### src/pkg/spc_defs.vh
// register offsets, field positions, reset values and masks of the serial port
`ifndef SPC_DEFS_VH
`define SPC_DEFS_VH

// register indices; byte address is four times the index
`define SPC_IDX_CTRL1   3'h0
`define SPC_IDX_CTRL2   3'h1
`define SPC_IDX_DIV     3'h2
`define SPC_IDX_STATUS  3'h3
`define SPC_IDX_DATA    3'h5

// control one fields
`define SPC_B_IE        7
`define SPC_B_EN        6
`define SPC_B_TIE       5
`define SPC_B_ROLE_SELECT      4
`define SPC_B_POL       3
`define SPC_B_PHA       2
`define SPC_B_SELECT_OUTPUT_ENABLE      1
`define SPC_B_LSBF      0

// control two fields
`define SPC_B_MFE       4
`define SPC_B_BIOE      3
`define SPC_B_SWAI      1
`define SPC_B_PIN       0

// divider select fields
`define SPC_F_PRE_HI    6
`define SPC_F_PRE_LO    4
`define SPC_F_RATE_HI   2
`define SPC_F_RATE_LO   0

// status fields
`define SPC_B_TC        7
`define SPC_B_TE        5
`define SPC_B_MF        4

// reset values and writable masks
`define SPC_RST_CTRL1   8'h04
`define SPC_RST_CTRL2   8'h00
`define SPC_RST_DIV     8'h00
`define SPC_MSK_CTRL2   8'h1b
`define SPC_MSK_DIV     8'h77

// edges in one byte transfer
`define SPC_EDGES       5'h10

`endif

### src/logic/spc_core.v
// serial peripheral port: registers, master and slave engine, pin control
`timescale 1ns/10ps
`default_nettype none
`include "spc_defs.vh"

module spc_core (
  input  wire        clock,
  input  wire        reset_n,
  input  wire [4:0]  avs_address,
  input  wire        avs_read,
  input  wire        avs_write,
  input  wire [31:0] avs_writedata,
  input  wire [3:0]  avs_byteenable,
  output reg  [31:0] avs_readdata,
  output reg         avs_waitrequest,
  input  wire        wait_mode,
  input  wire        stop_mode,
  input  wire        mosi_in,
  output reg         mosi_out,
  output reg         mosi_oe,
  input  wire        miso_in,
  output reg         miso_out,
  output reg         miso_oe,
  input  wire        sck_in,
  output reg         sck_out,
  output reg         sck_oe,
  input  wire        ss_in,
  output reg         ss_out,
  output reg         ss_oe,
  output reg         irq
);

  // ***************************************************************
  // helper functions
  // ***************************************************************

  // bit that leaves the shifter next
  function obit;
    input [7:0] sh;
    input       lsbf;
    begin
      obit = lsbf ? sh[0] : sh[7];
    end
  endfunction

  // shift one received bit in; data register keeps msb in bit 7
  function [7:0] shin;
    input [7:0] sh;
    input       b;
    input       lsbf;
    begin
      shin = lsbf ? {b, sh[7:1]} : {sh[6:0], b};
    end
  endfunction

  // ***************************************************************
  // registers and their fields
  // ***************************************************************

  reg  [7:0]  ctrl1_reg;
  reg  [7:0]  ctrl2_reg;
  reg  [7:0]  div_reg;
  reg  [7:0]  txb_reg;
  reg         txf_reg;
  reg  [7:0]  rx_reg;
  reg         tc_reg;
  reg         te_reg;
  reg         mf_reg;
  reg         tc_arm_reg;
  reg         te_arm_reg;
  reg         mf_arm_reg;

  wire        ie   = ctrl1_reg[`SPC_B_IE];
  wire        en   = ctrl1_reg[`SPC_B_EN];
  wire        tie  = ctrl1_reg[`SPC_B_TIE];
  wire        role_select = ctrl1_reg[`SPC_B_ROLE_SELECT];
  wire        pol  = ctrl1_reg[`SPC_B_POL];
  wire        pha  = ctrl1_reg[`SPC_B_PHA];
  wire        select_output_enable = ctrl1_reg[`SPC_B_SELECT_OUTPUT_ENABLE];
  wire        lsbf = ctrl1_reg[`SPC_B_LSBF];
  wire        mfe  = ctrl2_reg[`SPC_B_MFE];
  wire        bioe = ctrl2_reg[`SPC_B_BIOE];
  wire        swai = ctrl2_reg[`SPC_B_SWAI];
  wire        pin1 = ctrl2_reg[`SPC_B_PIN];
  wire [2:0]  pre  = div_reg[`SPC_F_PRE_HI:`SPC_F_PRE_LO];
  wire [2:0]  rate = div_reg[`SPC_F_RATE_HI:`SPC_F_RATE_LO];

  // ***************************************************************
  // pin input synchronisers
  // ***************************************************************

  reg  [2:0]  sck_s_reg;
  reg  [2:0]  ss_s_reg;
  reg  [2:0]  mosi_s_reg;
  reg  [2:0]  miso_s_reg;
  reg         sck_f_reg;
  reg         ss_f_reg;
  reg         mosi_f_reg;
  reg         miso_f_reg;
  reg         sck_d_reg;

  // a level counts only once stages two and three agree
  always @(posedge clock) begin
    if (!reset_n) begin
      sck_s_reg  <= 3'h0;
      ss_s_reg   <= 3'h7;
      mosi_s_reg <= 3'h0;
      miso_s_reg <= 3'h0;
      sck_f_reg  <= 1'b0;
      ss_f_reg   <= 1'b1;
      mosi_f_reg <= 1'b0;
      miso_f_reg <= 1'b0;
      sck_d_reg  <= 1'b0;
    end else begin
      sck_s_reg  <= {sck_s_reg[1:0], sck_in};
      ss_s_reg   <= {ss_s_reg[1:0], ss_in};
      mosi_s_reg <= {mosi_s_reg[1:0], mosi_in};
      miso_s_reg <= {miso_s_reg[1:0], miso_in};
      if (sck_s_reg[1] == sck_s_reg[2])
        sck_f_reg <= sck_s_reg[2];
      if (ss_s_reg[1] == ss_s_reg[2])
        ss_f_reg <= ss_s_reg[2];
      if (mosi_s_reg[1] == mosi_s_reg[2])
        mosi_f_reg <= mosi_s_reg[2];
      if (miso_s_reg[1] == miso_s_reg[2])
        miso_f_reg <= miso_s_reg[2];
      sck_d_reg  <= sck_f_reg;
    end
  end

  // ***************************************************************
  // avalon slave
  // ***************************************************************

  wire        req  = avs_read | avs_write;
  wire        acc  = req & ~avs_waitrequest;
  wire [2:0]  idx  = avs_address[4:2];
  wire        rd_a = acc & avs_read;
  wire        wr_a = acc & avs_write & avs_byteenable[0];
  wire [7:0]  wd   = avs_writedata[7:0];
  reg  [7:0]  rd_val;

  // read mux; reserved offsets fall through to zero
  always @* begin
    rd_val = 8'h00;
    if (idx == `SPC_IDX_CTRL1)
      rd_val = ctrl1_reg;
    else if (idx == `SPC_IDX_CTRL2)
      rd_val = ctrl2_reg & `SPC_MSK_CTRL2;
    else if (idx == `SPC_IDX_DIV)
      rd_val = div_reg & `SPC_MSK_DIV;
    else if (idx == `SPC_IDX_STATUS)
      rd_val = {tc_reg, 1'b0, te_reg, mf_reg, 4'h0};
    else if (idx == `SPC_IDX_DATA)
      rd_val = rx_reg;
    else
      rd_val = 8'h00;
  end

  // one wait cycle, then the answer edge; readdata settles before it
  always @(posedge clock) begin
    if (!reset_n) begin
      avs_waitrequest <= 1'b1;
      avs_readdata    <= 32'h0000_0000;
    end else if (acc) begin
      avs_waitrequest <= 1'b1;
    end else if (req) begin
      avs_waitrequest <= 1'b0;
      avs_readdata    <= {24'h00_0000, rd_val};
    end
  end

  // control writes; status and reserved writes change nothing
  always @(posedge clock) begin
    if (!reset_n) begin
      ctrl1_reg <= `SPC_RST_CTRL1;
      ctrl2_reg <= `SPC_RST_CTRL2;
      div_reg   <= `SPC_RST_DIV;
    end else if (wr_a) begin
      if (idx == `SPC_IDX_CTRL1)
        ctrl1_reg <= wd;
      else if (idx == `SPC_IDX_CTRL2)
        ctrl2_reg <= wd & `SPC_MSK_CTRL2;
      else if (idx == `SPC_IDX_DIV)
        div_reg <= wd & `SPC_MSK_DIV;
    end
  end

  // ***************************************************************
  // clock divider for the master
  // ***************************************************************

  // half period is divisor/2; slave cannot follow divisors 2 and 4
  wire [10:0] half = {7'h00, 1'b0, pre} + 11'h001;
  wire [10:0] hcnt = half << rate;
  wire [10:0] hlast = hcnt - 11'h001;
  reg  [10:0] cnt_reg;
  reg         busy_reg;
  reg  [4:0]  edge_reg;
  reg         lvl_reg;
  reg  [7:0]  sh_reg;
  reg         bit_reg;

  // wait with stop-in-wait or stop freezes master generation
  wire run_m = en & role_select & ~mf_reg & ~stop_mode
               & ~(wait_mode & swai);
  wire tick  = run_m & busy_reg & (cnt_reg == hlast);

  // ***************************************************************
  // shared shift engine
  // ***************************************************************

  // data input pin depends on role and pin mode
  wire din = role_select ? (pin1 ? mosi_f_reg : miso_f_reg)
                  : (pin1 ? miso_f_reg : mosi_f_reg);
  wire sedge = en & ~role_select & ~ss_f_reg
               & (sck_f_reg ^ sck_d_reg);
  wire medge = tick & (edge_reg != `SPC_EDGES);
  wire ev    = role_select ? medge : sedge;
  wire [4:0] e_num = edge_reg + 5'h01;
  // odd edges sample in phase zero, even edges in phase one
  wire samp  = pha ? ~e_num[0] : e_num[0];
  wire [7:0] sh_nx = shin(sh_reg, samp ? din : bit_reg, lsbf);
  wire last  = ev & (e_num == `SPC_EDGES);
  wire mfault = en & role_select & mfe & ~select_output_enable & ~ss_f_reg;
  wire m_load = run_m & ~busy_reg & txf_reg;
  wire s_load = en & ~role_select & (edge_reg == 5'h00) & txf_reg
                & ~sedge;
  wire load  = m_load | s_load;
  wire d_wr  = wr_a & (idx == `SPC_IDX_DATA);
  wire d_ok  = d_wr & te_reg & te_arm_reg;

  // transfer sequencing for both roles
  always @(posedge clock) begin
    if (!reset_n) begin
      busy_reg <= 1'b0;
      edge_reg <= 5'h00;
      lvl_reg  <= 1'b0;
      cnt_reg  <= 11'h000;
      sh_reg   <= 8'h00;
      bit_reg  <= 1'b0;
    end else if (!en || (role_select && mf_reg)) begin
      busy_reg <= 1'b0;
      edge_reg <= 5'h00;
      lvl_reg  <= 1'b0;
      cnt_reg  <= 11'h000;
    end else if (!role_select && ss_f_reg) begin
      edge_reg <= 5'h00; // deselect aborts a partial byte
      busy_reg <= 1'b0;
      if (s_load)
        sh_reg <= txb_reg;
    end else begin
      // divider runs only while the master is busy and not frozen
      if (run_m && busy_reg)
        cnt_reg <= (cnt_reg == hlast) ? 11'h000 : cnt_reg + 11'h001;
      if (load) begin
        sh_reg   <= txb_reg;
        busy_reg <= role_select;
        edge_reg <= 5'h00;
        lvl_reg  <= 1'b0;
        cnt_reg  <= pha ? hlast : 11'h000;
      end else if (ev) begin
        lvl_reg  <= ~lvl_reg;
        edge_reg <= last && !role_select ? 5'h00 : e_num;
        if (last)
          sh_reg <= sh_nx;
        else if (samp)
          bit_reg <= din;
        else if (e_num != 5'h01)
          sh_reg <= sh_nx;
      end else if (tick) begin
        busy_reg <= 1'b0; // trailing half period ends the byte
        edge_reg <= 5'h00;
      end
    end
  end

  // ***************************************************************
  // buffers and flags
  // ***************************************************************

  // set always wins over a clear in the same cycle
  always @(posedge clock) begin
    if (!reset_n) begin
      txb_reg    <= 8'h00;
      txf_reg    <= 1'b0;
      rx_reg     <= 8'h00;
      tc_reg     <= 1'b0;
      te_reg     <= 1'b1;
      mf_reg     <= 1'b0;
      tc_arm_reg <= 1'b0;
      te_arm_reg <= 1'b0;
      mf_arm_reg <= 1'b0;
    end else begin
      // status read arms each clear sequence
      if (rd_a && idx == `SPC_IDX_STATUS) begin
        tc_arm_reg <= tc_reg;
        te_arm_reg <= te_reg;
        mf_arm_reg <= mf_reg;
      end
      if (rd_a && idx == `SPC_IDX_DATA && tc_arm_reg) begin
        tc_reg     <= 1'b0;
        tc_arm_reg <= 1'b0;
      end
      if (wr_a && idx == `SPC_IDX_CTRL1 && mf_arm_reg) begin
        mf_reg     <= 1'b0;
        mf_arm_reg <= 1'b0;
      end
      // an unarmed data write is dropped
      if (d_ok) begin
        txb_reg    <= wd;
        txf_reg    <= 1'b1;
        te_reg     <= 1'b0;
        te_arm_reg <= 1'b0;
      end
      if (load) begin
        txf_reg <= 1'b0;
        te_reg  <= 1'b1;
      end
      // an unread byte is kept; later bytes are lost
      if (last) begin
        tc_reg <= 1'b1;
        if (!tc_reg)
          rx_reg <= sh_nx;
      end
      // flag survives a later clear of the enable
      if (mfault)
        mf_reg <= 1'b1;
    end
  end

  // ***************************************************************
  // pin drivers and interrupt
  // ***************************************************************

  reg n_mosi_oe;
  reg n_miso_oe;
  wire dout = obit(sh_reg, lsbf);

  // output enables by role and pin mode
  always @* begin
    n_mosi_oe = 1'b0;
    n_miso_oe = 1'b0;
    if (en && role_select && !mf_reg) begin
      n_mosi_oe = pin1 ? bioe : 1'b1;
    end else if (en && !role_select && !ss_f_reg) begin
      n_miso_oe = pin1 ? bioe : 1'b1;
    end
  end

  // all pin outputs leave from flops
  always @(posedge clock) begin
    if (!reset_n) begin
      mosi_out <= 1'b0;
      mosi_oe  <= 1'b0;
      miso_out <= 1'b0;
      miso_oe  <= 1'b0;
      sck_out  <= 1'b0;
      sck_oe   <= 1'b0;
      ss_out   <= 1'b1;
      ss_oe    <= 1'b0;
      irq      <= 1'b0;
    end else begin
      mosi_out <= dout;
      mosi_oe  <= n_mosi_oe;
      miso_out <= dout;
      miso_oe  <= n_miso_oe;
      sck_out  <= pol ^ lvl_reg;
      sck_oe   <= en & role_select & ~mf_reg;
      ss_out   <= ~busy_reg;
      ss_oe    <= en & role_select & mfe & select_output_enable;
      irq      <= (ie & (tc_reg | mf_reg))
                  | (tie & te_reg);
    end
  end

endmodule // spc_core
`default_nettype wire

### config.mk
export PLATFORM = sky130hd
export DESIGN_NAME = spc_core
export DESIGN_NICKNAME = d
export VERILOG_FILES = /design/src/logic/spc_core.v
export VERILOG_INCLUDE_DIRS = /design/src /design/src/pkg
export SDC_FILE = /design/constraint.sdc
export NUM_CORES = 1
export LEC_CHECK = 0
export BUFFER_PORTS_ARGS = -buffer_cell sky130_fd_sc_hd__buf_2
export CAP_MARGIN = 20
export CORE_MARGIN = 10
export CORE_UTILIZATION = 40
export DETAILED_ROUTE_END_ITERATION = 12
export SLEW_MARGIN = 25
export SYNTH_ARGS = -nofsm -noshare
export SYNTH_HDL_FRONTEND = slang
export SYNTH_SLANG_ARGS = --single-unit
### constraint.sdc
create_clock -name clock -period 4.3 [get_ports clock]
set_input_delay 0.645 -clock clock [delete_from_list [all_inputs] [get_ports clock]]
set_output_delay 0.645 -clock clock [all_outputs]
set_load 0.02 [all_outputs]
==> results.json <==
{
  "status": "complete, no violations",
  "r2r_end": "sh_reg[3]$_SDFFE_PN0P_",
  "cts_resized": 0,
  "clock_latency_ns": 0.35,
  "grt_pass1_wl_um": 24800,
  "synth_cell_type_count": 75,
  "post_cts_buffers": 0,
  "wl_met3_um": 776,
  "grt-ovfl-total": 0,
  "clkPwrFrac": 0.418,
  "ff2ff_path_depth": 10,
  "cts-root-buf": "clkbuf_16",
  "fp.dieW_um": 141,
  "maxCapViolations": 0,
  "antenna_left": 0,
  "crit_cells": 10,
  "synth.cell_area_um2": 5840,
  "start_util": 0.405,
  "post-route-period-util": 0.877,
  "area_growth_pct": 7.81,
  "path_class": "reg -> reg",
  "hold_buffers": 0,
  "hold_path_end": "ss_s_reg[1]$_SDFF_PN1_",
  "regToRegStartpoint": "div_reg[5]$_SDFFE_PN0P_",
  "largest_reg_flops": 11,
  "finalMaxSlewViolations": 0,
  "fin_nets": 777,
  "end_kind": "flip-flop",
  "netlist.area_leader.share": 0.349,
  "crit_chain": "ha_1 -> xnor2_2 -> nor3_1 -> a211o_1 -> nor4b_4 -> mux2i_1 -> xor2_2 -> nand4_4 -> a32o_1 -> mux2i_1",
  "dpl.hpwl_um": 11300,
  "worstPathArrival_ns": 3.98,
  "hp-start": "ss_s_reg[0]$_SDFF_PN1_",
  "cts_buffer_depth": 2,
  "cp_data_required_time_ns": 4.51,
  "syn_inst": 709,
  "viasPerCell": 5.56,
  "top_layer": "met4",
  "switching_share": 0.258,
  "cp_common_cell": "mux2i_1",
  "yosysMostFrequentCell": "dfxtp_1",
  "hold_viol": 0,
  "die_area_um2": 19800,
  "post_drt_wl_per_cell_um": 16.6,
  "synth_edf_count": 0,
  "setup_tns_ns": 0,
  "drtIter0Drc": 477,
  "synth_area_leader_cell": "dfxtp_1",
  "hold_path.class": "reg -> reg",
  "period_needed_ns": 3.77,
  "drive_gt1_frac": 0.115,
  "drcViolationCount": 0,
  "die_height_um": 141,
  "min_path_cells": 1,
  "intPower_mw": 1.39,
  "finalSetupViolCount": 0,
  "diodes": 0,
  "avgSynthCellArea_um2": 8.24,
  "async_flop_share": 0,
  "grt_max_degree": 51,
  "ys_seq_area_frac": 0.349,
  "m1WireLength_um": 7060,
  "cp_slowest_cell": "a32o_1",
  "antenna_found_initial": 0,
  "port-buffer-count": 39,
  "ir_drop_v": 0.000231,
  "crit_path_start": "div_reg[5]$_SDFFE_PN0P_",
  "rrSetupSlack_ns": 0.53,
  "synth_commonest_cells": "102 x dfxtp_1, 73 x nand2_1, 51 x nor2_1",
  "synth_area_leaders": "dfxtp_1 35%, mux2i_1 7.7%, nand2_1 4.7%, a21oi_1 4.3%, buf_4 3.5%",
  "pwr-share-comb": 0.068,
  "ys_ff_latch": 102,
  "core_area_um2": 14400,
  "num_io_pins": 93,
  "grt_usage": 0.149,
  "rsz0062_at_grt": "false",
  "holdWs_ns": 0.412,
  "rows": 44,
  "numCtsBuffers": 9,
  "path_clk_slew_ns": 0.08,
  "critPathMaxFanout": 8,
  "ys.flop_type": "dfxtp_1",
  "fmax_ghz": 0.265,
  "cp.buffers_inverters": 0,
  "skew_ns": 0.0102,
  "max_stage_delay_ns": 0.48,
  "worstMarginPinSlew_ns": 1.01,
  "p_per_area_nw_per_um2": 297,
  "p_leak_nw": 2.28,
  "yosysWarnings": 0,
  "placedCellCount": 893,
  "startpoint_type": "flip-flop",
  "cpLargestDelayFamily": "compound AO/OA/AOI/OAI gates",
  "cts_tree": "built",
  "wirelength_um": 15100,
  "vias": 5045,
  "switching_power_uw": 483,
  "worst_slew_margin_rel": 0.322,
  "htreeDepth": 3,
  "clkSinkCount": 102,
  "gp_congestion": 0.894,
  "firstDrtPassIters": 5,
  "wl_met2_um": 7020,
  "grt_pass1_vias": 4896,
  "pwr-share-seq": 0.514,
  "finalNonFillerCells": 908
}
## metrics by stage
stage	utilization	setup WS [ns]	area [um^2]	total power, mW
2_1_floorplan	-	1.11	5930	1.09
3_3_place_gp	0.418	0.612	6020	1.11
3_5_place_dp	0.418	0.554	6020	1.11
4_1_cts	0.437	0.529	6300	1.88
5_1_grt	0.437	0.310	6300	1.94
6_report	0.437	0.530	6300	1.87
## area by class of cell
class	count	area (um^2)
well taps	184	230
repair buffers	45	240
inverters	19	71.3
clock inverters	6	53.8
flip-flops and latches	102	2040
fillers	1478	8120
clock buffers	9	225
multi-input cells	543	3440
## kinds of logic after synthesis
logic type | count (synthesis) | synth area share
flip-flops | 102 | 0.349
XOR/XNOR | 27 | 0.0456
buffers and inverters | 87 | 0.0771
multiplexers | 47 | 0.0809
AO/OA/AOI/OAI | 154 | 0.176
AND/OR/NAND/NOR | 285 | 0.258
other | 1 | 0.000642
adder cells (fa/ha/maj) | 6 | 0.0128
## worst reg2reg max path: stages, from the launching register on
cell and delay [ns]:
dfxtp_1 0.38, ha_1 0.28, xnor2_2 0.37, nor3_1 0.10
a211o_1 0.45, nor4b_4 0.41, mux2i_1 0.41, xor2_2 0.37
nand4_4 0.22, a32o_1 0.48, mux2i_1 0.18
## how the worst max path moves through the flow
stage	to	slack, ns
floorplan	sh_reg[0]$_SDFFE_PN0P_	1.11
global placement	sh_reg[7]$_SDFFE_PN0P_	0.61
detailed placement	sh_reg[5]$_SDFFE_PN0P_	0.55
CTS	sh_reg[5]$_SDFFE_PN0P_	0.53
global route	sh_reg[0]$_SDFFE_PN0P_	0.31
finish	sh_reg[3]$_SDFFE_PN0P_	0.53
## cells in the final DEF, fill, tap and decap left out, types with 8 or more instances in the layout
cell type / count
buf_2: 39
nand3_1: 38
dfxtp_1: 102
xnor2_1: 14
xor2_1: 10
nand4_1: 9
nor3_1: 30
mux2i_1: 45
inv_1: 16
and2_1: 17
nand2_1: 73
a21oi_1: 50
clkbuf_16: 9
o221a_1: 8
nor2_1: 51
conb_1: 24
o21ai_0: 35
nand2b_1: 20
## power by group through the flow
| stage | Clock, mW | Combinational (mW) | Sequential, mW |
|---|---|---|---|
| after detailed placement | 0 | 0.127 | 0.985 |
| after floorplan | 0 | 0.0994 | 0.990 |
| after global routing | 0.837 | 0.139 | 0.964 |
| final | 0.783 | 0.128 | 0.963 |
| after CTS | 0.794 | 0.127 | 0.962 |
| after global placement | 0 | 0.126 | 0.984 |
## metal layers
metal / GRT usage / vias up
li1: - / 2503
met1: 0.193 / 2379
met2: 0.237 / 141
met3: 0.0356 / 22
met4: 0.0511 / 0
met5: 0 / -
No activity file was read; power rests on OpenSTA's default activity.
